<file path="src/pkg/srsr_defs.svh">
/*
  constants for the stream-read status reporter: task-file addresses,
  field positions, opcode and timing counts.
  assumes a 250 MHz ref_clk.
*/
`ifndef SRSR_DEFS_SVH
`define SRSR_DEFS_SVH

// command block addresses (control block uses the same 3 address pins)
`define SRSR_A_DATA 3'h0
`define SRSR_A_ERRFEAT 3'h1
`define SRSR_A_COUNT 3'h2
`define SRSR_A_SECT 3'h3
`define SRSR_A_CYLLO 3'h4
`define SRSR_A_CYLHI 3'h5
`define SRSR_A_DEV 3'h6
`define SRSR_A_STATCMD 3'h7
`define SRSR_A_DEVCTL 3'h6

`define SRSR_OP_READ_STREAM 8'h2b

// field positions
`define SRSR_FEAT_RC 6
`define SRSR_DEVCTL_HOB 7
`define SRSR_ST_BSY 7
`define SRSR_ST_RDY 6
`define SRSR_ST_SE 5
`define SRSR_ST_DWE 4
`define SRSR_ST_ERR 0
`define SRSR_ER_ABRT 2
`define SRSR_ER_COMPLETION_LIMIT_TIMEOUT_FLAG 0

// reset value and zero-count sector total
`define SRSR_TF_RST 8'h00
`define SRSR_CNT_MAX 17'h10000

// timing
`define SRSR_CLK_PERIOD_NS 4
`define SRSR_US_NS 1000
`define SRSR_CYC_PER_US (`SRSR_US_NS / `SRSR_CLK_PERIOD_NS)

`endif

</file>
<file path="src/pkg/srsr_pkg.sv">
/*
  types for the stream-read status reporter.
  assumes srsr_defs.svh is not needed here.
*/
package srsr_pkg;

  typedef enum logic [1:0] {
    SRSR_IDLE = 2'b00,
    SRSR_BUSY = 2'b01
  } srsr_state_t;

  // one sector event from the media path, same clock
  typedef struct packed {
    logic valid;
    logic err;
    logic [7:0] err_bits;
    logic [47:0] lba;
  } srsr_media_t;

  // host task-file pins as sampled
  typedef struct packed {
    logic ctl_sel;
    logic [2:0] addr;
    logic rd_n;
    logic wr_n;
    logic [7:0] din;
  } srsr_hbus_t;

endpackage : srsr_pkg

</file>
<file path="src/design/srsr_completion_time_limit_timer.sv">
/*
  completion-time-limit timer: counts microseconds from start until
  limit*UNIT_US, then pulses expired once.
  assumes start and stop come from logic on ref_clk.
*/
`timescale 1ns/1ns
`include "srsr_defs.svh"

module srsr_completion_time_limit_timer #(
  parameter int unsigned UNIT_US = 1
) (
  input wire logic ref_clk,
  input wire logic rst,
  input wire logic start,
  input wire logic stop,
  input wire logic [7:0] limit,
  output logic expired
);

  localparam logic [7:0] PRE_LAST = 8'(`SRSR_CYC_PER_US - 1);

  logic run;
  logic [7:0] pre;
  logic [31:0] us_cnt;
  logic [31:0] target;

  always_ff @(posedge ref_clk) begin
    if (rst) begin
      run <= 1'b0;
      pre <= 8'h00;
      us_cnt <= 32'h0;
      target <= 32'h0;
      expired <= 1'b0;
    end else if (start) begin
      // zero limit means no limit is enforced
      run <= (limit != 8'h00);
      target <= 32'(32'(limit) * UNIT_US);
      pre <= 8'h00;
      us_cnt <= 32'h0;
      expired <= 1'b0;
    end else if (stop) begin
      run <= 1'b0;
      expired <= 1'b0;
    end else if (run) begin
      expired <= 1'b0;
      if (pre == PRE_LAST) begin
        pre <= 8'h00;
        us_cnt <= us_cnt + 32'h1;
        if (us_cnt + 32'h1 == target) begin
          run <= 1'b0;
          expired <= 1'b1;
        end
      end else begin
        pre <= pre + 8'h01;
      end
    end else begin
      expired <= 1'b0;
    end
  end

  a_no_early_expiry: assert property (@(posedge ref_clk) disable iff (rst)
    start |=> !expired [*8]) else $error("limit expired too soon");
  a_expiry_ends_run: assert property (@(posedge ref_clk) disable iff (rst)
    expired |-> !run && $past(run)) else $error("expiry without run");

endmodule : srsr_completion_time_limit_timer

</file>
<file path="src/design/srsr_top.sv">
/*
  stream-read status reporter: task-file registers, read stream command
  tracking and ending status with first-error address reporting.
  assumes host pins are asynchronous; media events and the deferred write
  event come from logic on ref_clk.
*/
`timescale 1ns/1ns
`include "srsr_defs.svh"

module srsr_top #(
  parameter int unsigned COMPLETION_TIME_LIMIT_UNIT_US = 1
) (
  input wire logic ref_clk,
  input wire logic rst,
  input wire logic hst_ctl_sel,
  input wire logic [2:0] hst_addr,
  input wire logic hst_rd_n,
  input wire logic hst_wr_n,
  input wire logic [7:0] hst_din,
  output logic [7:0] hst_dout,
  output logic hst_doe,
  output logic intrq,
  input wire srsr_pkg::srsr_media_t media,
  input wire logic dwe_event,
  output logic xfer_active,
  output logic log_valid,
  output logic [7:0] log_bits
);

  localparam srsr_pkg::srsr_hbus_t HB_IDLE = '{1'b0, 3'h0, 1'b1, 1'b1, 8'h00};

  // byte lane of the 48-bit address for sect/cyllo/cylhi under a HOB view
  function automatic int lane_of(input int idx, input logic hob);
    lane_of = hob ? idx + 3 : idx;
  endfunction : lane_of

  srsr_pkg::srsr_hbus_t hb_s1, hb_s2, hb_q;
  srsr_pkg::srsr_state_t state;
  logic [7:0] tf_cur [0:4];
  logic [7:0] tf_prev [0:4];
  logic [7:0] dev_head;
  logic hob;
  logic rc;
  logic [16:0] requested, done_cnt;
  logic err_seen, in_run;
  logic [47:0] first_lba;
  logic [15:0] run_len;
  logic [7:0] err_acc, err_reg;
  logic st_se, st_dwe, st_err, dwe_pend;
  logic tmo;

  // pins pass two flops; edges taken between second stage and its copy
  always_ff @(posedge ref_clk) begin
    if (rst) begin
      hb_s1 <= HB_IDLE;
      hb_s2 <= HB_IDLE;
      hb_q <= HB_IDLE;
    end else begin
      hb_s1 <= '{hst_ctl_sel, hst_addr, hst_rd_n, hst_wr_n, hst_din};
      hb_s2 <= hb_s1;
      hb_q <= hb_s2;
    end
  end

  logic rd_fall, wr_rise, idle, cmd_wr, cmd_go, bad_op, stat_rd;
  logic media_last, stop_now, fin, fin_err;
  logic [47:0] fin_lba;
  logic [15:0] fin_run;
  logic [7:0] fin_bits;
  logic [2:0] tf_ix;

  assign rd_fall = hb_q.rd_n && !hb_s2.rd_n;
  assign wr_rise = !hb_q.wr_n && hb_s2.wr_n;
  assign idle = (state == srsr_pkg::SRSR_IDLE);
  assign tf_ix = hb_s2.addr - 3'h1;
  assign cmd_wr = wr_rise && !hb_s2.ctl_sel && hb_s2.addr == `SRSR_A_STATCMD && idle;
  assign cmd_go = cmd_wr && hb_s2.din == `SRSR_OP_READ_STREAM;
  assign bad_op = cmd_wr && hb_s2.din != `SRSR_OP_READ_STREAM;
  assign stat_rd = rd_fall && !hb_s2.ctl_sel && hb_s2.addr == `SRSR_A_STATCMD;
  assign media_last = media.valid && (done_cnt + 17'h1 == requested);
  // without continuous read the first error ends the command
  assign stop_now = media.valid && media.err && !rc;
  assign fin = !idle && (tmo || media_last || stop_now);
  assign fin_err = err_seen || (media.valid && media.err);
  assign fin_lba = err_seen ? first_lba : media.lba;
  assign fin_run = err_seen ? run_len + 16'((in_run && media.valid && media.err) ? 1 : 0)
                            : 16'h0001;
  assign fin_bits = err_acc | ((media.valid && media.err) ? media.err_bits : 8'h00)
                    | (tmo ? 8'h01 << `SRSR_ER_COMPLETION_LIMIT_TIMEOUT_FLAG : 8'h00);

  srsr_completion_time_limit_timer #(
    .UNIT_US(COMPLETION_TIME_LIMIT_UNIT_US)
  ) u_tmr (
    .ref_clk(ref_clk),
    .rst(rst),
    .start(cmd_go),
    .stop(fin),
    .limit(tf_prev[0]),
    .expired(tmo)
  );

  // command progress and first-error tracking
  always_ff @(posedge ref_clk) begin
    if (rst) begin
      state <= srsr_pkg::SRSR_IDLE;
      rc <= 1'b0;
      requested <= 17'h0;
      done_cnt <= 17'h0;
      err_seen <= 1'b0;
      in_run <= 1'b0;
      first_lba <= 48'h0;
      run_len <= 16'h0;
      err_acc <= 8'h00;
    end else begin
      case (state)
        srsr_pkg::SRSR_IDLE: begin
          if (cmd_go) begin
            state <= srsr_pkg::SRSR_BUSY;
            rc <= tf_cur[0][`SRSR_FEAT_RC];
            requested <= ({tf_prev[1], tf_cur[1]} == 16'h0) ? `SRSR_CNT_MAX
                         : {1'b0, tf_prev[1], tf_cur[1]};
            done_cnt <= 17'h0;
            err_seen <= 1'b0;
            in_run <= 1'b0;
            run_len <= 16'h0;
            err_acc <= 8'h00;
          end
        end
        srsr_pkg::SRSR_BUSY: begin
          if (fin) begin
            state <= srsr_pkg::SRSR_IDLE;
          end
          if (media.valid) begin
            done_cnt <= done_cnt + 17'h1;
            if (media.err) begin
              err_acc <= err_acc | media.err_bits;
              if (!err_seen) begin
                first_lba <= media.lba;
                run_len <= 16'h0001;
                err_seen <= 1'b1;
                in_run <= 1'b1;
              end else if (in_run) begin
                run_len <= run_len + 16'h0001;
              end
            end else begin
              in_run <= 1'b0;
            end
          end
        end
        default: state <= srsr_pkg::SRSR_IDLE;
      endcase
    end
  end

  // task file; an errored finish overwrites address and count lanes
  always_ff @(posedge ref_clk) begin
    if (rst) begin
      for (int i = 0; i < 5; i++) begin
        tf_cur[i] <= `SRSR_TF_RST;
        tf_prev[i] <= `SRSR_TF_RST;
      end
      dev_head <= `SRSR_TF_RST;
    end else if (fin && fin_err) begin
      // deferred write failures never reach these lanes
      for (int i = 0; i < 3; i++) begin
        tf_cur[i + 2] <= fin_lba[8 * lane_of(i, 1'b0) +: 8];
        tf_prev[i + 2] <= fin_lba[8 * lane_of(i, 1'b1) +: 8];
      end
      tf_cur[1] <= fin_run[7:0];
      tf_prev[1] <= fin_run[15:8];
    end else if (wr_rise && !hb_s2.ctl_sel && idle) begin
      // writes while busy are dropped, as the host must wait for BSY=0
      if (hb_s2.addr >= `SRSR_A_ERRFEAT && hb_s2.addr <= `SRSR_A_CYLHI) begin
        tf_prev[tf_ix] <= tf_cur[tf_ix];
        tf_cur[tf_ix] <= hb_s2.din;
      end else if (hb_s2.addr == `SRSR_A_DEV) begin
        dev_head <= hb_s2.din;
      end
    end
  end

  always_ff @(posedge ref_clk) begin
    if (rst) begin
      hob <= 1'b0;
    end else if (wr_rise && hb_s2.ctl_sel && hb_s2.addr == `SRSR_A_DEVCTL) begin
      hob <= hb_s2.din[`SRSR_DEVCTL_HOB];
    end
  end

  // ending status, error register and error log
  always_ff @(posedge ref_clk) begin
    if (rst) begin
      st_se <= 1'b0;
      st_dwe <= 1'b0;
      st_err <= 1'b0;
      err_reg <= 8'h00;
      log_valid <= 1'b0;
      log_bits <= 8'h00;
    end else begin
      log_valid <= 1'b0;
      if (cmd_go) begin
        st_se <= 1'b0;
        st_dwe <= 1'b0;
        st_err <= 1'b0;
        err_reg <= 8'h00;
      end else if (bad_op) begin
        st_err <= 1'b1;
        err_reg <= 8'h01 << `SRSR_ER_ABRT;
      end else if (fin) begin
        st_dwe <= dwe_pend || dwe_event;
        if (rc) begin
          st_se <= (fin_bits != 8'h00);
          st_err <= 1'b0;
          err_reg <= fin_bits & (8'h01 << `SRSR_ER_COMPLETION_LIMIT_TIMEOUT_FLAG);
          log_valid <= (fin_bits != 8'h00);
          log_bits <= fin_bits;
        end else begin
          st_err <= (fin_bits != 8'h00);
          err_reg <= fin_bits;
        end
      end
    end
  end

  // deferred write pending: a new event in the reporting cycle survives
  always_ff @(posedge ref_clk) begin
    if (rst) begin
      dwe_pend <= 1'b0;
    end else begin
      dwe_pend <= dwe_event || (dwe_pend && !fin);
    end
  end

  // interrupt: set wins over the clearing status read
  always_ff @(posedge ref_clk) begin
    if (rst) begin
      intrq <= 1'b0;
    end else begin
      intrq <= fin || bad_op || (intrq && !stat_rd);
    end
  end

  always_ff @(posedge ref_clk) begin
    if (rst) begin
      xfer_active <= 1'b0;
    end else begin
      xfer_active <= cmd_go || (!idle && !fin);
    end
  end

  logic [7:0] status_byte;
  assign status_byte = {!idle, idle, st_se, st_dwe, 3'b000, st_err};

  always_ff @(posedge ref_clk) begin
    if (rst) begin
      hst_dout <= 8'h00;
      hst_doe <= 1'b0;
    end else if (rd_fall) begin
      hst_doe <= 1'b1;
      if (hb_s2.ctl_sel) begin
        hst_dout <= (hb_s2.addr == `SRSR_A_DEVCTL) ? status_byte : 8'h00;
      end else if (hb_s2.addr == `SRSR_A_ERRFEAT) begin
        hst_dout <= err_reg;
      end else if (hb_s2.addr >= `SRSR_A_COUNT && hb_s2.addr <= `SRSR_A_CYLHI) begin
        hst_dout <= hob ? tf_prev[tf_ix] : tf_cur[tf_ix];
      end else if (hb_s2.addr == `SRSR_A_DEV) begin
        hst_dout <= dev_head;
      end else if (hb_s2.addr == `SRSR_A_STATCMD) begin
        hst_dout <= status_byte;
      end else begin
        hst_dout <= 8'h00;
      end
    end else if (hb_s2.rd_n) begin
      hst_doe <= 1'b0;
    end
  end

  a_lba_low_lanes: assert property (@(posedge ref_clk) disable iff (rst)
    fin && fin_err |=> tf_cur[2] == fin_lba[7:0] && tf_cur[3] == fin_lba[15:8])
    else $error("low lanes wrong");
  a_lba_hob_lanes: assert property (@(posedge ref_clk) disable iff (rst)
    fin && fin_err |=> tf_prev[2] == $past(fin_lba[31:24]) && tf_prev[3] == $past(fin_lba[39:32]))
    else $error("hob lanes wrong");
  a_lba_high_lanes: assert property (@(posedge ref_clk) disable iff (rst)
    fin && fin_err |=> tf_cur[4] == $past(fin_lba[23:16]) && tf_prev[4] == $past(fin_lba[47:40]))
    else $error("cyl high lanes wrong");
  a_timeout_flag: assert property (@(posedge ref_clk) disable iff (rst)
    fin && tmo |=> err_reg[`SRSR_ER_COMPLETION_LIMIT_TIMEOUT_FLAG] && idle) else $error("timeout not flagged");
  a_stream_err: assert property (@(posedge ref_clk) disable iff (rst)
    fin && rc && fin_err |=> st_se && !st_err && log_valid) else $error("stream error wrong");
  a_run_count: assert property (@(posedge ref_clk) disable iff (rst)
    fin && fin_err |=> {tf_prev[1], tf_cur[1]} == $past(fin_run)) else $error("run count wrong");
  // a failure pending or arriving at the end is reported at that end
  a_dwe_report: assert property (@(posedge ref_clk) disable iff (rst)
    fin && (dwe_pend || dwe_event) |=> st_dwe) else $error("deferred error lost");
  a_dwe_no_lba: assert property (@(posedge ref_clk) disable iff (rst)
    fin && !fin_err |=> $stable(tf_cur[2]) && $stable(tf_prev[4])) else $error("lanes touched");
  a_zero_count: assert property (@(posedge ref_clk) disable iff (rst)
    cmd_go && tf_cur[1] == 8'h00 && tf_prev[1] == 8'h00 |=> requested == 17'h10000)
    else $error("zero count not 65536");
  a_irq_at_end: assert property (@(posedge ref_clk) disable iff (rst)
    cmd_go |=> !intrq ##0 !idle) else $error("interrupt before end");

  c_clean_end: cover property (@(posedge ref_clk) disable iff (rst) fin && !fin_err);
  c_rc_error: cover property (@(posedge ref_clk) disable iff (rst) fin && rc && fin_err);
  c_timeout: cover property (@(posedge ref_clk) disable iff (rst) fin && tmo);
  c_dwe_end: cover property (@(posedge ref_clk) disable iff (rst) fin && dwe_pend);

endmodule : srsr_top

</file>
<file path="config.mk">
export PLATFORM = sky130hd
export DESIGN_NAME = srsr_top
export DESIGN_NICKNAME = d
export VERILOG_FILES = /design/src/pkg/srsr_pkg.sv /design/src/design/srsr_completion_time_limit_timer.sv /design/src/design/srsr_top.sv
export VERILOG_INCLUDE_DIRS = /design/src /design/src/pkg
export SDC_FILE = /design/constraint.sdc
export NUM_CORES = 1
export LEC_CHECK = 0
export ABC_AREA = 1
export BUFFER_PORTS_ARGS = -buffer_cell sky130_fd_sc_hd__buf_2
export CORE_AREA = 2 2 165 207
export DETAILED_ROUTE_END_ITERATION = 6
export DIE_AREA = 0 0 167 209
export PLACE_DENSITY = 0.72
export SYNTH_ARGS = -nofsm -noshare
export SYNTH_HDL_FRONTEND = slang
export SYNTH_SLANG_ARGS = --single-unit
</file>
<file path="constraint.sdc">
create_clock -name ref_clk -period 11.4 [get_ports ref_clk]
set_input_delay 1.14 -clock ref_clk [delete_from_list [all_inputs] [get_ports ref_clk]]
set_output_delay 1.14 -clock ref_clk [all_outputs]
set_load 0.05 [all_outputs]
</file>
==> impl_metrics.tcl, run 1 <==
set metrics [dict create \
    vias_per_cell 5.53 \
    finalHoldViolations 0 \
    num_rows 75 \
    syn_avg_cell_area_sq_um 7.26 \
    synth_flop_cell "dfxtp_1" \
    fin_tns_setup_ns 0 \
    yosysMostFrequentCell "nand2_1" \
    finalSetupViolations 0 \
    yosysUniqueCellTypes 50 \
    synth_top_family_by_area "simple AND/OR/NAND/NOR gates" \
    ctsHoldBuffers 0 \
    synth_top_cell_by_area "dfxtp_1" \
    htree_num_levels 2 \
    synth-edff-count 128 \
    worst_ep_required_time_ns 11.56 \
    regArea_sq_um 8470 \
    grt_max_degree 116 \
    status "finished with violations" \
    cp-start-kind "flop" \
    multiInputGateArea_sq_um 7850 \
    period_minus_slack_ns 4.74 \
    synthMuxAreaShare_pct 0.112 \
    worst_setup_path_end_kind "flop" \
    path_cells "buf_4 > inv_1 > ha_1 > inv_1 > nor2_1 > clkinv_1 > nor3_2 > inv_1 > nand2_1" \
    vias 16300 \
    place.gp.congestion 0.984 \
    async_flop_share_pct 0 \
    critPathMostFrequentCell "inv_1" \
    drt_iter0_drc 1191 \
    max_freq_mhz 211 \
    hold_path.class "flop to flop" \
    cts.sinks 359 \
    synth.area.top_cells "dfxtp_1, edfxtp_1, nand2_1" \
    cts-buffers-inserted 38 \
    arrival_ns 4.90 \
    io_buffers 94 \
    grt-ovfl-total 0 \
    layout.nets 2589 \
    slew_headroom_pct 12.4 \
    clockRootBuffer "clkbuf_16" \
    fill_cells 3094 \
    antenna_found_initial 0 \
    place_ws_ns 6.73 \
    ios 95 \
    cts_setup_buffers 0 \
    die_h_um 209 \
    syn_to_final_growth_pct 11.4 \
    grt_pass1_wl_um 80700 \
    ys_seq_elements 359 \
    synth_common_cells "nand2_1, nor2_1, inv_1, dfxtp_1, o21ai_0" \
    drv_slew 0 \
    first_pass_iters 7 \
    antenna-diode-count 0 \
    worstMarginPinSlew_ns 1.31 \
    die_w_um 167 \
    netlist_area_sq_um 17800 \
    leakagePower_nw 8.34 \
    synthAdderAreaFrac_pct 0.772 \
    violations "DRC" \
    critPathKind "flop to flop" \
    slowest_stage "nor3_2" \
    synthSimpleGateAreaFrac_pct 29.0 \
    maxCapViolCount 0 \
    timing.final.ws_setup_ns 6.66 \
    clock_skew_ns 0.0214 \
    worst-path-buf-inv 5 \
    path_max_fanout 60 \
    core-area_sq_um 33100 \
    finalCritPeriodShare_pct 41.6 \
    ys_seq_area_share_pct 47.5 \
    rsz0062_at_grt "false" \
    cp_top_family "simple AND/OR/NAND/NOR gates" \
    initial_utilization_pct 53.8 \
    synth_compound_area_share_pct 12.2 \
    cts_tree "built" \
    ir_drop_v 0.000132 \
    drt_wl_total_um 51100 \
    wl_per_cell_um 17.3 \
    drive_above_1_share_pct 8.25 \
    path_clk_slew_ns 0.06 \
    die_area_sq_um 34900 \
    yosysTopAreaCellShare_pct 25.9 \
    max_stage_delay_ns 0.81 \
    drc 2 \
    clk_latency_ns 0.54 \
    p_per_area_nw_per_um2 142 \
    yosys_warnings 0 \
    syn_nets 2542 \
    ant_nets 0 \
    hpwl_um 36600 \
    cts_resized 0 \
    clockBufferDepth 3 \
    grt_usage_pct 29.0 \
    top_regs "tf_cur x64, tf_prev x64, first_lba x48" \
    synth_xor_area_share_pct 1.77 \
    first_global_vias 15500 \
    synthCells 2456 \
]
## cells by family (layout without fill, tap and decap cells)
family,Yosys count,after routing
compound gates,409,409
xor+xnor,36,36
fa+ha+maj,11,11
buf+inv,392,469
flops,359,359
mux,2,2
simple gates,1247,1247
## final cells by class
| class | instances | area share [%] |
|---|---|---|
| clock inverter | 17 | 0.907 |
| inverter | 290 | 5.49 |
| tap | 423 | 2.66 |
| multi-input combinational | 1705 | 39.5 |
| clock buffer | 53 | 5.86 |
| sequential | 359 | 42.6 |
| timing repair buffer | 109 | 2.94 |
## per-layer routing
| metal | vias to the layer above | track usage [%] | share of wire, % |
|---|---|---|---|
| li1 | 8092 | - | - |
| met1 | 7581 | 33.8 | 39 |
| met2 | 528 | 53.0 | 51 |
| met3 | 147 | 3.54 | 4.9 |
| met4 | 0 | 13.3 | 4.8 |
| met5 | - | 0 | 0 |
## path summary, 6_finish.rpt
path,slack (ns),cells past startpoint,to,from
max,6.66,9,tf_prev[1][3],hb_s2[10]
min,0.40,2,hb_s2[7],hb_s1[7]
max reg2reg,6.66,9,tf_prev[1][3],hb_s2[10]
min reg2reg,0.40,2,hb_s2[7],hb_s1[7]
## report_power, final
group / switching (W) / total (W) / leakage, nW / internal (W)
logic: 0.000110 / 0.000147 / 4.55 / 0.0000375
clock network: 0.000522 / 0.00131 / 0.659 / 0.000788
registers: 0.0000141 / 0.00136 / 3.13 / 0.00134
## cell usage in the layout (no fill, tap or decap), types with 5 or more instances in the layout
cell         n
a211oi_1     5
a21oi_1    167
a22oi_1      7
buf_2       94
buf_4       15
clkbuf_1     5
clkbuf_16   43
clkbuf_8     5
clkinv_1    10
dfxtp_1    230
edfxtp_1   128
ha_1        11
inv_1      278
nand2_1    683
nand2_2      5
nand3_1    161
nand3b_1     5
nand4_1     36
nor2_1     286
nor2_2       5
nor3_1      32
nor4_1      10
o21ai_0    181
o22ai_1     18
or2_2       11
xnor2_1      8
xor2_1      28
## per-stage QoR
stage	util [%]	hold slack (ns)	power [W]	cells	area (sq um)
floorplan	-	0.388	0.00146	2456	17800
global placement	55.9	0.394	0.00153	2886	18500
detailed placement	55.9	0.396	0.00153	2886	18500
CTS	60.0	0.405	0.00283	2956	19900
global route	60.0	0.415	0.00289	2956	19900
finish	60.0	0.402	0.00281	2956	19900
## tightest hold or removal path, cell delays in order (launching register included)
cell     delay, ns
dfxtp_1       0.30
inv_1         0.04
nor2_1        0.03
Power figures use the tool's default switching activity.
==> inputs of run 2 (changes only) <==
ABC_AREA = 0   (was 1)
CORE_AREA = 2 2 162 204   (was 2 2 165 207)
DIE_AREA = 0 0 164 206   (was 0 0 167 209)
clock period = 4.8 ns   (was 11.4 ns; I/O delays follow)
==> run 2 against run 1 <==
  * The run now ends clean
  * Utilization up 0.60 points
  * Sequential power rose by 140%
  * Cell area is 2.0% lower
  * Via count decreased by 12%
  * Synthesized cell count down 24%
  * Synthesized area shrank 2.8%
  * Largest cell class unchanged
  * Largest power group unchanged
==> impl_metrics.tcl, run 2 <==
set metrics [dict create \
    cts-buffers-inserted 38 \
    first_global_vias 13800 \
    hpwl_um 32000 \
    layout.nets 1990 \
    drive_above_1_share_pct 12.8 \
    path_max_fanout 45 \
    final_cell_mix "nand2_1, dfxtp_1, a21oi_1" \
    clockRootBuffer "clkbuf_16" \
    core-area_sq_um 32100 \
    syn_avg_cell_area_sq_um 9.26 \
    ant_nets 0 \
    synth_common_cells "nand2_1, dfxtp_1, a21oi_1, nor2_1, edfxtp_1" \
    synthCells 1872 \
    yosys_warnings 0 \
    status "finished, final reports clean" \
    yosysMostFrequentCell "nand2_1" \
    antenna_found_initial 1 \
    netlist_area_sq_um 17300 \
    syn_to_final_growth_pct 12.3 \
    async_flop_share_pct 0 \
    drv_slew 0 \
    critPathKind "flop to flop" \
    cts_tree "built" \
    yosysUniqueCellTypes 81 \
    ir_drop_v 0.000307 \
    ctsHoldBuffers 0 \
    cts_setup_buffers 0 \
    die_h_um 206 \
    p_per_area_nw_per_um2 344 \
    maxCapViolCount 0 \
    synth_flop_cell "dfxtp_1" \
    ios 95 \
    place.gp.congestion 0.904 \
    first_pass_iters 7 \
    cts.sinks 359 \
    hold_path.class "input port to flop" \
    fin_util_pct 60.6 \
    arrival_ns 4.30 \
    worstMarginPinSlew_ns 1.22 \
    vias 14400 \
    grt_max_degree 63 \
    ys_seq_area_share_pct 48.9 \
    synth_top_cell_by_area "dfxtp_1" \
    syn_nets 1958 \
    drc 0 \
    worst_ep_required_time_ns 5.26 \
    max_stage_delay_ns 0.66 \
    drt_wl_total_um 46300 \
    place_ws_ns 1.05 \
    io_buffers 94 \
    cp_top_family "compound AO/OA/AOI/OAI gates" \
    wl_per_cell_um 19.7 \
    clock_skew_ns 0.0149 \
    vias_per_cell 6.12 \
    antenna-diode-count 0 \
    worst-path-buf-inv 1 \
    rsz0062_at_grt "false" \
    final_common_cell "nand2_1" \
    finalSetupViolations 0 \
    grt_usage_pct 27.4 \
    drt_iter0_drc 1356 \
    top_regs "tf_cur x64, tf_prev x64, first_lba x48" \
    slowest_stage "a21oi_4" \
    max_freq_mhz 260 \
    finalCritPeriodShare_pct 80.1 \
    cp-start-kind "flop" \
    path_clk_slew_ns 0.06 \
    cts_resized 0 \
    synth.area.top_cells "dfxtp_1, edfxtp_1, nand2_1" \
    fill_cells 2725 \
    htree_num_levels 2 \
    die_w_um 164 \
    path_cells "ha_1 > and3_1 > and4_1 > mux2i_1 > nor4bb_1 > o2111ai_2 > a21oi_4 > buf_4 > o21ai_0 > a21oi_1" \
    grt_pass1_wl_um 73600 \
    initial_utilization_pct 53.9 \
    slew_headroom_pct 19.0 \
    ys_seq_elements 359 \
    grt-ovfl-total 0 \
    worst_setup_path_end_kind "flop" \
    num_rows 74 \
    die_area_sq_um 33800 \
    period_minus_slack_ns 3.85 \
    clk_latency_ns 0.54 \
    synth-edff-count 128 \
    fin_tns_setup_ns 0 \
    clockBufferDepth 3 \
    timing.final.ws_setup_ns 0.954 \
    yosysTopAreaCellShare_pct 26.7 \
    leakagePower_nw 6.55 \
    finalHoldViolations 0 \
]
## run 2: cell count changes in the layout (fill, tap and decap cells not counted), sizes merged, moves of 34 or more
cell,delta
inv,-263
mux2i,+89
nand2,-426
nand3,-107
nor2,-159
o21ai,-82
or4,+34
## run 2: worst register-to-register path, delay by kind of cell (launching register included)
kind                       cells  cell delay [ns]
AOI/OAI and AO/OA              4             1.30
adders and majority gates      1             0.37
buffers and inverters          1             0.49
DFF                            1             0.45
muxes                          1             0.24
and+or+nand+nor                3             0.93
## run 2: layout make-up
| cell class | count | area [sq um] | share of cell area (%) |
|---|---|---|---|
| Clock inverter | 15 | 230 | 1.18 |
| Inverter | 21 | 78.8 | 0.405 |
| Tap cell | 418 | 523 | 2.69 |
| Sequential cell | 359 | 8470 | 43.5 |
| Clock buffer | 55 | 1100 | 5.63 |
| Timing Repair Buffer | 135 | 781 | 4.01 |
| Multi-Input combinational cell | 1349 | 8270 | 42.5 |
## run 2: path summary, 6_finish.rpt
path	from	endpoint	slack [ns]	cells past startpoint
hold reg to reg	hb_s1[9]	hb_s2[9]	0.42	1
setup reg to reg	done_cnt[0]	u_tmr.us_cnt[1]	0.95	10
setup / recovery	done_cnt[0]	u_tmr.us_cnt[1]	0.95	10
hold / removal	hst_rd_n	hb_s1[9]	0.15	2
## run 2: stage by stage
step                hold slack (ns)  cells  area (sq um)  total power (W)
finish                        0.146   2352         19500          0.00670
global route                  0.131   2352         19500          0.00689
CTS                           0.119   2352         19500          0.00674
detailed placement            0.393   2282         18100          0.00365
global placement              0.393   2282         18100          0.00364
floorplan                     0.389   1872         17300          0.00349
## run 2: power breakdown
group	switching [W]	internal, W	leakage (nW)
Sequential	0.0000338	0.00319	3.11
Clock	0.00123	0.00187	0.642
Combinational	0.000245	0.000122	2.80
## run 2: layer usage
metal	up-vias	share of wire (%)	GRT usage, %
met5	-	0	0
met4	0	5.0	13.8
met3	124	5.9	4.05
met2	522	50	48.0
met1	6839	39	32.8
li1	6901	-	-
## run 2: logic make-up (layout without fill, tap and decap cells)
| family | count (synthesis) | count (layout) | synth area share, % |
|---|---|---|---|
| adders and majority gates | 11 | 11 | 0.794 |
| DFF | 359 | 359 | 48.9 |
| and+or+nand+nor | 714 | 714 | 20.3 |
| buffers and inverters | 164 | 226 | 3.86 |
| xor gates and xnor gates | 56 | 56 | 2.83 |
| muxes | 109 | 109 | 7.01 |
| AOI/OAI and AO/OA | 459 | 459 | 16.3 |
